File: config.mk
export PLATFORM = sky130hd
export DESIGN_NAME = sdi_asi_tx_mode_control
export DESIGN_NICKNAME = d
export VERILOG_FILES = /design/src/rtl/sdi_tx_pkg.sv /design/src/rtl/sdi_asi_tx_mode_control.sv
export SDC_FILE = /design/constraint.sdc
export NUM_CORES = 1
export LEC_CHECK = 0
export ABC_AREA = 1
export BUFFER_PORTS_ARGS = -buffer_cell sky130_fd_sc_hd__buf_2
export CELL_PAD_IN_SITES_DETAIL_PLACEMENT = 0
export CELL_PAD_IN_SITES_GLOBAL_PLACEMENT = 1
export CORE_MARGIN = 1
export CORE_UTILIZATION = 33
export DETAILED_ROUTE_END_ITERATION = 10
export PLACE_DENSITY = 0.72
export REMOVE_ABC_BUFFERS = 1
export SYNTH_ARGS = -nofsm -noshare
export SYNTH_HDL_FRONTEND = slang
export SYNTH_SLANG_ARGS = --single-unit
File: constraint.sdc
create_clock -name aclk -period 1.1 [get_ports aclk]
set_input_delay 0.055 -clock aclk [delete_from_list [all_inputs] [get_ports aclk]]
set_output_delay 0.055 -clock aclk [all_outputs]
set_load 0.1 [all_outputs]
File: src/rtl/sdi_tx_pkg.sv
// Constants, field layouts and types shared by the transmitter mode and input-path control block.
package sdi_tx_pkg;

  localparam int DATA_W = 10;
  localparam int PTR_W = 11;
  localparam int ADDR_W = 4;

  // Register byte offsets on the AXI4-Lite slave.
  localparam logic [ADDR_W-1:0] CTRL_OFS = 4'h0;
  localparam logic [ADDR_W-1:0] STATUS_OFS = 4'h4;
  localparam logic [ADDR_W-1:0] DATA_OFS = 4'h8;

  // Control register fields and reset value.
  localparam int CTRL_CAPTURE_EN_BIT = 0;
  localparam int CTRL_SEL0_LSB = 1;
  localparam int CTRL_SEL1_LSB = 3;
  localparam int CTRL_SEL2_LSB = 5;
  localparam int CTRL_W = 7;
  localparam logic [CTRL_W-1:0] CTRL_RESET = 7'h51;

  // Status register fields.
  localparam int STAT_MODE_LSB = 0;
  localparam int STAT_TIMING_SRC_BIT = 3;
  localparam int STAT_LINE_BUF_BIT = 4;
  localparam int STAT_TRS8_BIT = 5;
  localparam int STAT_TRS10_BIT = 6;
  localparam int STAT_HVF_LSB = 7;
  localparam int STAT_PTR_LSB = 16;

  // Multi-function pin source selector codes.
  localparam logic [1:0] SEL_H = 2'h0;
  localparam logic [1:0] SEL_V = 2'h1;
  localparam logic [1:0] SEL_F = 2'h2;

  // Video word values.
  localparam logic [DATA_W-1:0] LUMA_BLANK = 10'h040;
  localparam logic [DATA_W-1:0] CHROMA_BLANK = 10'h200;
  localparam logic [7:0] TRS_ONES8 = 8'hFF;
  localparam logic [7:0] TRS_ZERO8 = 8'h00;
  localparam logic [1:0] TRS_LOW_ONES = 2'h3;
  localparam int XYZ_F_BIT = 8;
  localparam int XYZ_V_BIT = 7;
  localparam int XYZ_H_BIT = 6;

  localparam logic [1:0] RESP_OKAY = 2'h0;
  localparam logic [1:0] RESP_SLVERR = 2'h2;
  localparam logic [PTR_W-1:0] PTR_ZERO = 11'h000;
  localparam logic [PTR_W-1:0] PTR_ONE = 11'h001;

  // Every asynchronous pin that the block samples, synchronised as one vector.
  typedef struct packed {
    logic asi_select;
    logic protocol_mode_select;
    logic blank_n;
    logic timing_source_select;
    logic line_buffer_en;
    logic wr_clk;
    logic pclk;
    logic wr_ptr_clear;
    logic [2:0] stat;
    logic [DATA_W-1:0] din;
  } pins_t;

  typedef struct packed {
    logic f;
    logic v;
    logic h;
  } hvf_t;

  typedef enum logic [2:0] {
    MODE_LOW_LATENCY = 3'b001,
    MODE_SMPTE = 3'b010,
    MODE_ASI = 3'b100
  } mode_t;

  typedef enum logic [3:0] {
    TRS_IDLE = 4'b0001,
    TRS_ZERO1 = 4'b0010,
    TRS_ZERO2 = 4'b0100,
    TRS_XYZ = 4'b1000
  } trs_state_t;

endpackage

File: src/rtl/sdi_asi_tx_mode_control.sv
// Mode selection, blanking, timing source and input capture control with an AXI4-Lite slave.
`timescale 1ns/10ps
`default_nettype none
// What this block does
// - ASI select high forces ASI, ignores protocol
// - ASI select low: no ASI encoding
// - Protocol high, ASI low: SMPTE mode
// - Protocol low, ASI low: no scrambling, low latency
// - Blanking control acts only in SMPTE
// - Blanking high passes data unaltered
// - Timing select low: external H, V, F
// - Timing select high: embedded reference timing
// - Embedded timing drives H, V, F out
// - Recognise 8-bit and 10-bit reference words
// - Line buffer enable high enables FIFO path
// - FIFO enabled: capture on write clock
// - FIFO bypassed: capture on pixel clock
// - Write clear falling edge zeroes pointer, in SMPTE mode with line buffer enabled only
// - Input bit nine is MSB
module sdi_asi_tx_mode_control (
  input wire logic aclk,
  input wire logic aresetn,
  input wire logic [sdi_tx_pkg::ADDR_W-1:0] s_axi_awaddr,
  input wire logic s_axi_awvalid,
  output logic s_axi_awready,
  input wire logic [31:0] s_axi_wdata,
  input wire logic [3:0] s_axi_wstrb,
  input wire logic s_axi_wvalid,
  output logic s_axi_wready,
  output logic [1:0] s_axi_bresp,
  output logic s_axi_bvalid,
  input wire logic s_axi_bready,
  input wire logic [sdi_tx_pkg::ADDR_W-1:0] s_axi_araddr,
  input wire logic s_axi_arvalid,
  output logic s_axi_arready,
  output logic [31:0] s_axi_rdata,
  output logic [1:0] s_axi_rresp,
  output logic s_axi_rvalid,
  input wire logic s_axi_rready,
  input wire logic asi_select,
  input wire logic protocol_mode_select,
  input wire logic blank_n,
  input wire logic timing_source_select,
  input wire logic line_buffer_en,
  input wire logic wr_clk,
  input wire logic pclk,
  input wire logic wr_ptr_clear,
  input wire logic [sdi_tx_pkg::DATA_W-1:0] din,
  input wire logic [2:0] stat_in,
  output logic [2:0] stat_out,
  output logic [2:0] stat_oe_n,
  output logic [sdi_tx_pkg::DATA_W-1:0] tx_data,
  output logic tx_valid,
  output logic asi_encode_en,
  output logic scramble_en,
  output logic low_latency,
  output logic fifo_path_en,
  output logic [sdi_tx_pkg::PTR_W-1:0] wr_ptr,
  output logic h_timing,
  output logic v_timing,
  output logic f_timing
);

  function automatic logic is_ones(input logic [sdi_tx_pkg::DATA_W-1:0] w);
    is_ones = (w[sdi_tx_pkg::DATA_W-1:2] == sdi_tx_pkg::TRS_ONES8);
  endfunction

  function automatic logic is_zero(input logic [sdi_tx_pkg::DATA_W-1:0] w);
    is_zero = (w[sdi_tx_pkg::DATA_W-1:2] == sdi_tx_pkg::TRS_ZERO8);
  endfunction

  function automatic logic pick(input sdi_tx_pkg::hvf_t t, input logic [1:0] sel);
    pick = (sel == sdi_tx_pkg::SEL_H) ? t.h : (sel == sdi_tx_pkg::SEL_V) ? t.v :
           (sel == sdi_tx_pkg::SEL_F) ? t.f : 1'b0;
  endfunction

  // The first stage is read only by the second stage.
  sdi_tx_pkg::pins_t pins_s1_q, pins_q;
  logic pclk_d_q, wr_clk_d_q, wr_clr_d_q;
  sdi_tx_pkg::mode_t mode_q;
  sdi_tx_pkg::trs_state_t trs_q, trs_d;
  sdi_tx_pkg::hvf_t hvf_emb_q, hvf_q;
  logic [sdi_tx_pkg::CTRL_W-1:0] ctrl_q;
  logic chroma_next_q, trs8_seen_q, trs10_seen_q;
  logic [sdi_tx_pkg::DATA_W-1:0] tx_data_q;
  logic tx_valid_q;
  logic [sdi_tx_pkg::PTR_W-1:0] wr_ptr_q;
  logic [2:0] stat_out_q, stat_oe_n_q;

  sdi_tx_pkg::pins_t pins_raw;
  assign pins_raw = '{asi_select, protocol_mode_select, blank_n, timing_source_select,
                      line_buffer_en, wr_clk, pclk, wr_ptr_clear, stat_in, din};

  always_ff @(posedge aclk) begin
    pins_s1_q <= pins_raw;
    pins_q <= pins_s1_q;
    pclk_d_q <= pins_q.pclk;
    wr_clk_d_q <= pins_q.wr_clk;
    wr_clr_d_q <= pins_q.wr_ptr_clear;
  end

  // Mode decode: ASI select has priority over the protocol select.
  sdi_tx_pkg::mode_t mode_d;
  assign mode_d = pins_q.asi_select ? sdi_tx_pkg::MODE_ASI :
                  pins_q.protocol_mode_select ? sdi_tx_pkg::MODE_SMPTE :
                  sdi_tx_pkg::MODE_LOW_LATENCY;

  wire smpte = (mode_q == sdi_tx_pkg::MODE_SMPTE);
  wire pclk_rise = pins_q.pclk && !pclk_d_q;
  wire wr_rise = pins_q.wr_clk && !wr_clk_d_q;
  wire wr_clr_fall = !pins_q.wr_ptr_clear && wr_clr_d_q;
  wire capture_en = ctrl_q[sdi_tx_pkg::CTRL_CAPTURE_EN_BIT];
  // A word is taken on the write clock when the FIFO path is on, else on the pixel clock.
  wire cap = capture_en && (pins_q.line_buffer_en ? wr_rise : pclk_rise);
  wire [sdi_tx_pkg::DATA_W-1:0] word = pins_q.din;
  wire word_ones = is_ones(word);
  wire is_trs = (trs_q != sdi_tx_pkg::TRS_IDLE) || word_ones;
  wire force_blank = smpte && !pins_q.blank_n && !is_trs;
  wire [sdi_tx_pkg::DATA_W-1:0] blank_word =
    chroma_next_q ? sdi_tx_pkg::CHROMA_BLANK : sdi_tx_pkg::LUMA_BLANK;
  wire [sdi_tx_pkg::DATA_W-1:0] word_out = force_blank ? blank_word : word;
  wire at_xyz = cap && (trs_q == sdi_tx_pkg::TRS_XYZ);
  wire ptr_clear = wr_clr_fall && smpte && pins_q.line_buffer_en;

  // Reference word tracker: ones, zero, zero, then the XYZ word.
  always_comb begin
    trs_d = trs_q;
    if (cap) begin
      case (trs_q)
        sdi_tx_pkg::TRS_IDLE: begin
          trs_d = word_ones ? sdi_tx_pkg::TRS_ZERO1 : sdi_tx_pkg::TRS_IDLE;
        end
        sdi_tx_pkg::TRS_ZERO1: begin
          trs_d = is_zero(word) ? sdi_tx_pkg::TRS_ZERO2 :
                  word_ones ? sdi_tx_pkg::TRS_ZERO1 : sdi_tx_pkg::TRS_IDLE;
        end
        sdi_tx_pkg::TRS_ZERO2: begin
          trs_d = is_zero(word) ? sdi_tx_pkg::TRS_XYZ : sdi_tx_pkg::TRS_IDLE;
        end
        default: begin
          trs_d = sdi_tx_pkg::TRS_IDLE;
        end
      endcase
    end
  end

  always_ff @(posedge aclk) begin
    if (!aresetn) begin
      mode_q <= sdi_tx_pkg::MODE_LOW_LATENCY;
      trs_q <= sdi_tx_pkg::TRS_IDLE;
      hvf_emb_q <= '0;
      hvf_q <= '0;
      chroma_next_q <= 1'b1;
      tx_data_q <= '0;
      tx_valid_q <= 1'b0;
      wr_ptr_q <= sdi_tx_pkg::PTR_ZERO;
      stat_out_q <= '0;
      stat_oe_n_q <= 3'h7;
    end else begin
      mode_q <= mode_d;
      trs_q <= trs_d;
      tx_valid_q <= cap;
      if (cap) begin
        tx_data_q <= word_out;
      end
      // After a reference word the next sample is chroma.
      if (at_xyz) begin
        chroma_next_q <= 1'b1;
        hvf_emb_q <= '{word[sdi_tx_pkg::XYZ_F_BIT], word[sdi_tx_pkg::XYZ_V_BIT],
                       word[sdi_tx_pkg::XYZ_H_BIT]};
      end else if (cap && !is_trs) begin
        chroma_next_q <= !chroma_next_q;
      end
      hvf_q <= pins_q.timing_source_select ? hvf_emb_q : pins_q.stat;
      // The pins are released while the application drives external timing.
      stat_oe_n_q <= {3{!pins_q.timing_source_select}};
      stat_out_q <= {pick(hvf_q, ctrl_q[sdi_tx_pkg::CTRL_SEL2_LSB +: 2]),
                     pick(hvf_q, ctrl_q[sdi_tx_pkg::CTRL_SEL1_LSB +: 2]),
                     pick(hvf_q, ctrl_q[sdi_tx_pkg::CTRL_SEL0_LSB +: 2])};
      if (ptr_clear) begin
        wr_ptr_q <= sdi_tx_pkg::PTR_ZERO;
      end else if (cap && pins_q.line_buffer_en) begin
        wr_ptr_q <= wr_ptr_q + sdi_tx_pkg::PTR_ONE;
      end
    end
  end

  assign asi_encode_en = (mode_q == sdi_tx_pkg::MODE_ASI);
  assign scramble_en = smpte;
  assign low_latency = (mode_q == sdi_tx_pkg::MODE_LOW_LATENCY);
  assign fifo_path_en = pins_q.line_buffer_en;
  assign tx_data = tx_data_q;
  assign tx_valid = tx_valid_q;
  assign wr_ptr = wr_ptr_q;
  assign stat_out = stat_out_q;
  assign stat_oe_n = stat_oe_n_q;
  assign h_timing = hvf_q.h;
  assign v_timing = hvf_q.v;
  assign f_timing = hvf_q.f;

  // AXI4-Lite slave. Address and data are held separately so either may come first.
  logic aw_have_q, w_have_q, bvalid_q, rvalid_q;
  logic [sdi_tx_pkg::ADDR_W-1:0] awaddr_q;
  logic [31:0] wdata_q, rdata_q;
  logic [3:0] wstrb_q;
  logic [1:0] bresp_q, rresp_q;

  assign s_axi_awready = !aw_have_q && !bvalid_q;
  assign s_axi_wready = !w_have_q && !bvalid_q;
  assign s_axi_arready = !rvalid_q;
  wire do_write = aw_have_q && w_have_q && !bvalid_q;
  wire do_read = s_axi_arvalid && !rvalid_q;
  wire wr_ctrl = do_write && (awaddr_q == sdi_tx_pkg::CTRL_OFS) && wstrb_q[0];
  wire wr_status = do_write && (awaddr_q == sdi_tx_pkg::STATUS_OFS) && wstrb_q[0];
  wire wr_mapped = (awaddr_q == sdi_tx_pkg::CTRL_OFS) || (awaddr_q == sdi_tx_pkg::STATUS_OFS);
  wire rd_ctrl = (s_axi_araddr == sdi_tx_pkg::CTRL_OFS);
  wire rd_status = (s_axi_araddr == sdi_tx_pkg::STATUS_OFS);
  wire rd_data = (s_axi_araddr == sdi_tx_pkg::DATA_OFS);
  wire trs_start = cap && (trs_q == sdi_tx_pkg::TRS_IDLE) && word_ones;
  wire trs_full = (word[1:0] == sdi_tx_pkg::TRS_LOW_ONES);

  logic [31:0] status_word;
  always_comb begin
    status_word = '0;
    status_word[sdi_tx_pkg::STAT_MODE_LSB +: 3] = mode_q;
    status_word[sdi_tx_pkg::STAT_TIMING_SRC_BIT] = pins_q.timing_source_select;
    status_word[sdi_tx_pkg::STAT_LINE_BUF_BIT] = pins_q.line_buffer_en;
    status_word[sdi_tx_pkg::STAT_TRS8_BIT] = trs8_seen_q;
    status_word[sdi_tx_pkg::STAT_TRS10_BIT] = trs10_seen_q;
    status_word[sdi_tx_pkg::STAT_HVF_LSB +: 3] = hvf_q;
    status_word[sdi_tx_pkg::STAT_PTR_LSB +: sdi_tx_pkg::PTR_W] = wr_ptr_q;
  end

  wire [31:0] rd_mux = rd_ctrl ? {25'h000_0000, ctrl_q} : rd_status ? status_word :
                       rd_data ? {22'h00_0000, tx_data_q} : 32'h0000_0000;

  always_ff @(posedge aclk) begin
    if (!aresetn) begin
      aw_have_q <= 1'b0;
      w_have_q <= 1'b0;
      bvalid_q <= 1'b0;
      rvalid_q <= 1'b0;
      awaddr_q <= '0;
      wdata_q <= '0;
      wstrb_q <= '0;
      bresp_q <= sdi_tx_pkg::RESP_OKAY;
      rresp_q <= sdi_tx_pkg::RESP_OKAY;
      rdata_q <= '0;
      ctrl_q <= sdi_tx_pkg::CTRL_RESET;
      trs8_seen_q <= 1'b0;
      trs10_seen_q <= 1'b0;
    end else begin
      if (s_axi_awvalid && s_axi_awready) begin
        aw_have_q <= 1'b1;
        awaddr_q <= s_axi_awaddr;
      end
      if (s_axi_wvalid && s_axi_wready) begin
        w_have_q <= 1'b1;
        wdata_q <= s_axi_wdata;
        wstrb_q <= s_axi_wstrb;
      end
      if (do_write) begin
        aw_have_q <= 1'b0;
        w_have_q <= 1'b0;
        bvalid_q <= 1'b1;
        bresp_q <= wr_mapped ? sdi_tx_pkg::RESP_OKAY : sdi_tx_pkg::RESP_SLVERR;
      end else if (bvalid_q && s_axi_bready) begin
        bvalid_q <= 1'b0;
      end
      if (wr_ctrl) begin
        ctrl_q <= wdata_q[sdi_tx_pkg::CTRL_W-1:0];
      end
      if (do_read) begin
        rvalid_q <= 1'b1;
        rdata_q <= rd_mux;
        rresp_q <= (rd_ctrl || rd_status || rd_data) ? sdi_tx_pkg::RESP_OKAY :
                   sdi_tx_pkg::RESP_SLVERR;
      end else if (rvalid_q && s_axi_rready) begin
        rvalid_q <= 1'b0;
      end
      // Sticky form flags: a new detection wins over a write-one-to-clear.
      if (trs_start && !trs_full) begin
        trs8_seen_q <= 1'b1;
      end else if (wr_status && wdata_q[sdi_tx_pkg::STAT_TRS8_BIT]) begin
        trs8_seen_q <= 1'b0;
      end
      if (trs_start && trs_full) begin
        trs10_seen_q <= 1'b1;
      end else if (wr_status && wdata_q[sdi_tx_pkg::STAT_TRS10_BIT]) begin
        trs10_seen_q <= 1'b0;
      end
    end
  end

  assign s_axi_bvalid = bvalid_q;
  assign s_axi_bresp = bresp_q;
  assign s_axi_rvalid = rvalid_q;
  assign s_axi_rdata = rdata_q;
  assign s_axi_rresp = rresp_q;
endmodule
`default_nettype wire

* Word-level counts from Yosys, hierarchy flattened
Cells that the tools add are included.
** Storage, ports and cells
- Register bits :: 146
- Logic and storage cells :: 164
- Output and inout bits :: 76
** Operators by class
- Equal/unequal tests :: 19
- Reductions and logical operators :: 60
- Add/subtract/negate cells :: 1
- Bitwise gates (word level) :: 1
- Multiplexer cells :: 32
** Operators with widths (count)
- $mux W27 :: 2
- $logic_and A1 B1 Y1 :: 30
- $mux W10 :: 3
- $mux W1 :: 18
- $eq A4 B3 Y1 const B :: 3
- $logic_not A1 Y1 :: 12
- $pmux W4 S3 :: 1
- $add A11 B1 Y11 const B :: 1
- $mux W3 :: 3
- $eq A2 B2 Y1 const B :: 4
- $eq A4 B4 Y1 const B :: 2
- $eq A8 B8 Y1 const B :: 1
- $logic_not A4 Y1 :: 2
- $logic_not A8 Y1 :: 1
- $mux W2 :: 4
- $reduce_bool A2 Y1 :: 4
- $reduce_or A2 Y1 :: 4
- $eq A2 B1 Y1 const B :: 3
- $logic_not A2 Y1 :: 3
- $eq A4 B1 Y1 const B :: 1
- $eq A4 B2 Y1 const B :: 1
- $logic_or A1 B1 Y1 :: 4
- $mux W4 :: 1
- $ne A4 B1 Y1 const B :: 1
- other kinds (4) :: 4

* Logic depth before layout (Yosys ltp)
- Depth after elaboration :: 8
- Depth in mapped cells :: 10
- Gate-level depth less buffers :: 10

* Worst setup path after synthesis
Ideal clock, no wire load.
- Path type :: register -> register
- Start :: register bvalid_q, in the netlist s_axi_bvalid
- End :: register wstrb_q[0]
- Setup slack :: -1.717 ns
- Buffers on the path :: 1
- Required time :: 0.975 ns
- Stages on the path, launching flop included :: 6
- Arrival :: 2.692 ns
- Period minus slack after synthesis :: 2.817 ns
- Cells stage by stage :: dfxtp_1 -> nor2_1 -> nand2_1 -> clkbuf_1 -> o21ai_0 -> a21oi_1
** Between the ends
- Longest elaborated chain between the ends :: 3
** RTL lines
- from (decl) :: line sdi_asi_tx_mode_control.sv:202 : logic aw_have_q, w_have_q, bvalid_q, rvalid_q;
- from (signal assigned) :: line sdi_asi_tx_mode_control.sv:241 : bvalid_q <= 1'b0;
- from (signal assigned) :: line sdi_asi_tx_mode_control.sv:265 : bvalid_q <= 1'b1;
- from (signal assigned) :: line sdi_asi_tx_mode_control.sv:268 : bvalid_q <= 1'b0;
- $logic_not A1 Y1 :: line sdi_asi_tx_mode_control.sv:209 : assign s_axi_wready = !w_have_q && !bvalid_q;
- $logic_and A1 B1 Y1 :: line sdi_asi_tx_mode_control.sv:209
- named net s_axi_wready :: line sdi_asi_tx_mode_control.sv:29 : output logic s_axi_wready,
- $logic_and A1 B1 Y1 :: line sdi_asi_tx_mode_control.sv:257 : if (s_axi_wvalid && s_axi_wready) begin
- to (signal assigned) :: line sdi_asi_tx_mode_control.sv:260 : wstrb_q <= s_axi_wstrb;
- to (decl) :: line sdi_asi_tx_mode_control.sv:205 : logic [3:0] wstrb_q;
The timed path passes the listed nets, and every way through them passes these cells.
A chain may end at the register's enable or synchronous reset.

* Worst setup path in the final report
- Start :: register mode_q[2]
- End :: output asi_encode_en
** Between the ends
- Longest elaborated chain between the ends :: 1
** RTL lines
- from (decl) :: line sdi_asi_tx_mode_control.sv:80 : sdi_tx_pkg::mode_t mode_q;
- from (signal assigned) :: line sdi_asi_tx_mode_control.sv:149 : mode_q <= sdi_tx_pkg::MODE_LOW_LATENCY;
- from (signal assigned) :: line sdi_asi_tx_mode_control.sv:160 : mode_q <= mode_d;
- $eq A3 B3 Y1 :: line sdi_asi_tx_mode_control.sv:188 : assign asi_encode_en = (mode_q == sdi_tx_pkg::MODE_ASI);
- to (decl) :: line sdi_asi_tx_mode_control.sv:54 : output logic asi_encode_en,
No other way between the ends.

==> run metrics <==
Mean Syn Cell Area 8.38 um2; cells after synthesis about 560; crit start category flop; most used cell, CP buf_6; critical-path cell list inv_2 > buf_6 > nor3_4 > buf_6 > buf_12; maximum root-to-sink buffer count 2; part of the cycle the worst path needs 1.31; first-pass GRT wire length 22.0 mm; initial antenna violation count 0; drt initial violations 281; diodes inserted 0; Cell Pwr Density 1520 nW/um2; Core Util, Final 0.652; H-tree level count 4; Remaining DRCs 0; final WL 15.1 mm; Leak Pwr 3.73 nW; nets 883; largest net degree at the start of global routing 43; RSZ-0062 raised after global routing true; max_cap viols 0; Synth area leader dfxtp_1; PortBufs roughly 110; peak supply drop 1190 uV; full die area ~15000 um2; Starting Density 0.338; DRT antenna net count 0; final hold violations 0; Yosys top cell area share 0.570; delay-heaviest family, CP buffers and inverters; CTS buffer count 17; DR pass1 iterations 6; class of the worst hold path input pin to flop; Hold Startpoint s_axi_wvalid; failing checks setup timing; total number of vias ~4700; Via-to-Cell Ratio ~4.7; Std-Cell Core Area 13800 um2; status finished with violations; die height 121 um; I/O pins 148; Final Cell Area 9010 um2; synth warn 0; Crit Path Class flop to primary output; clk sinks 133; Worst Setup SP mode_q[2]$_SDFF_PN0_; Row Count 43; fmax 0.693 GHz; Avg WL per Cell about 15 um; Syn-to-layout area delta 92.8%; top cells by area, synth dfxtp_1, o21ai_0, nand2_1; Critical Path RT about 1.0 ns; asr flop ratio synth 0; list of most frequent post-synthesis cells dfxtp_1, nand2_1, nor2_1; Post-Syn Area 4670 um2; ys flop type dfxtp_1; die width approximately 120 um; sequential fraction of the synthesis area 0.570; count leader, synth dfxtp_1; Area after DPL 6840 um2; slowest cell on the critical path dfxtp_2; share of cells above drive strength 1 0.535; EDFF count, synth 0; RR Startpoint wr_ptr[1]$_SDFFE_PP0P_; Data arrival, critical path 1.39 ns; vias in the first global route 4703; CTS root buf clkbuf_16; Worst Clk Skew 0.00602 ns; CP Buf/Inv Count 4; GR Overflow Total 0; clk_lat worst skew 0.42 ns; min Tclk post-route 1.44 ns; DP Wirelength 8.87 mm; Max Slew Vio Count 0; area occupied by multi-input gates between 2000 and 2500 um2; # setup viols final 54; routability cong. 0.801; Yosys reg bits 133; Sequential cell area 2760 um2; Clock transition at path regs 0.05 ns; Crit Path Max Fanout 2; TritonCTS clock tree done; Total GRT Usage 0.197; endpoint type of the worst setup path primary output; setup ws final -0.343 ns; FILL cells 1046; Synth cell types 34; crit-path max cell delay 0.33 ns
[what timing repair did]
action / in CTS / in global routing
hold buffers: 37 / 0
resized for setup: 173 / 160
hold endpoints to repair: 36 / 0
cloned: 4 / 4
setup buffers: 22 / 9
endpoints found under the setup margin: 82 / 96
pin swaps: 36 / 51
[routing by layer]
| metal | share of wire | vias up | global-route usage |
|---|---|---|---|
| li1 | - | 2325 | - |
| met3 | 0.050 | 36 | 0.0531 |
| met1 | 0.40 | 2216 | 0.217 |
| met5 | 0 | - | 0 |
| met4 | 0.029 | 0 | 0.0926 |
| met2 | 0.52 | 138 | 0.348 |
[final timing paths]
kind | endpoint | slack (ns) | depth (start not counted)
max | asi_encode_en | -0.34 | 5
min | wstrb_q[0]$_SDFFE_PN0P_ | 0.02 | 3
max reg2reg | wr_ptr[9]$_SDFFE_PP0P_ | -0.22 | 8
min reg2reg | word[0]$_DFF_P_ | 0.32 | 0
[cells in the final DEF, fill, tap and decap left out, types with 17 or more instances in the layout]
master,n
buf_12,66
a21oi_1,34
buf_4,57
o21ai_1,17
buf_6,39
nor2_4,23
dfxtp_2,39
nand3_2,17
dfxtp_1,82
nor2_1,47
buf_2,43
dlygate4sd3_1,37
nand2_2,22
clkbuf_16,20
nand2_1,60
o21ai_0,47
[stage by stage]
stage	cells	power (mW)	setup WS, ns	hold slack, ns	TNS [ns]
2_1_floorplan	539	6.83	-1.92	0.0827	-102.87
6_report	1001	13.7	-0.343	0.0220	-5.49
3_3_place_gp	903	7.90	-0.195	0.159	-7.00
3_5_place_dp	903	7.93	-0.277	0.159	-8.68
4_1_cts	990	13.4	-0.367	0.0519	-4.88
5_1_grt	1001	14.2	-0.412	0.0520	-9.20
[where the power goes]
group	switching, mW	leakage (nW)	internal, mW
clock network	1.95	0.260	3.25
logic	1.92	2.35	1.21
registers	0.255	1.12	5.09
[worst reg2reg max path, stage by stage, from the launching register on]
cell and delay (ns):
dfxtp_4 0.38, buf_6 0.11, nand3_4 0.07, nor2_4 0.10, nand2_2 0.08, nor2_4 0.15
nand4_1 0.16, nand2_1 0.12, nor2_1 0.04
[area by class of cell]
type / count / share of cell area
timing repair inverter: 3 / 0.00430
clock buffer: 26 / 0.0543
inverter: 39 / 0.0210
sequential: 133 / 0.306
tap: 180 / 0.0250
timing repair buffer: 247 / 0.319
clock inverter: 4 / 0.00527
multi-input combinational: 369 / 0.265
[cells by family after synthesis]
group,synth area share
buffers and inverters,0.0731
flip-flops,0.570
other,0.000802
AND/OR/NAND/NOR,0.195
adder cells (fa/ha/maj),0.00268
XOR/XNOR,0.00562
AO/OA/AOI/OAI,0.153
[sequential cells by signal, summed over array words and instances, names as in the netlist, 4 cells and up]
signal	flops
awaddr_q	4
ctrl_q	7
wdata_q	7
trs_q	4
pins_q	10
pins_s1_q	21
word	10
wr_ptr	11
s_axi_rdata	21
tx_data	10
No activity file was read; power rests on OpenSTA's default activity.
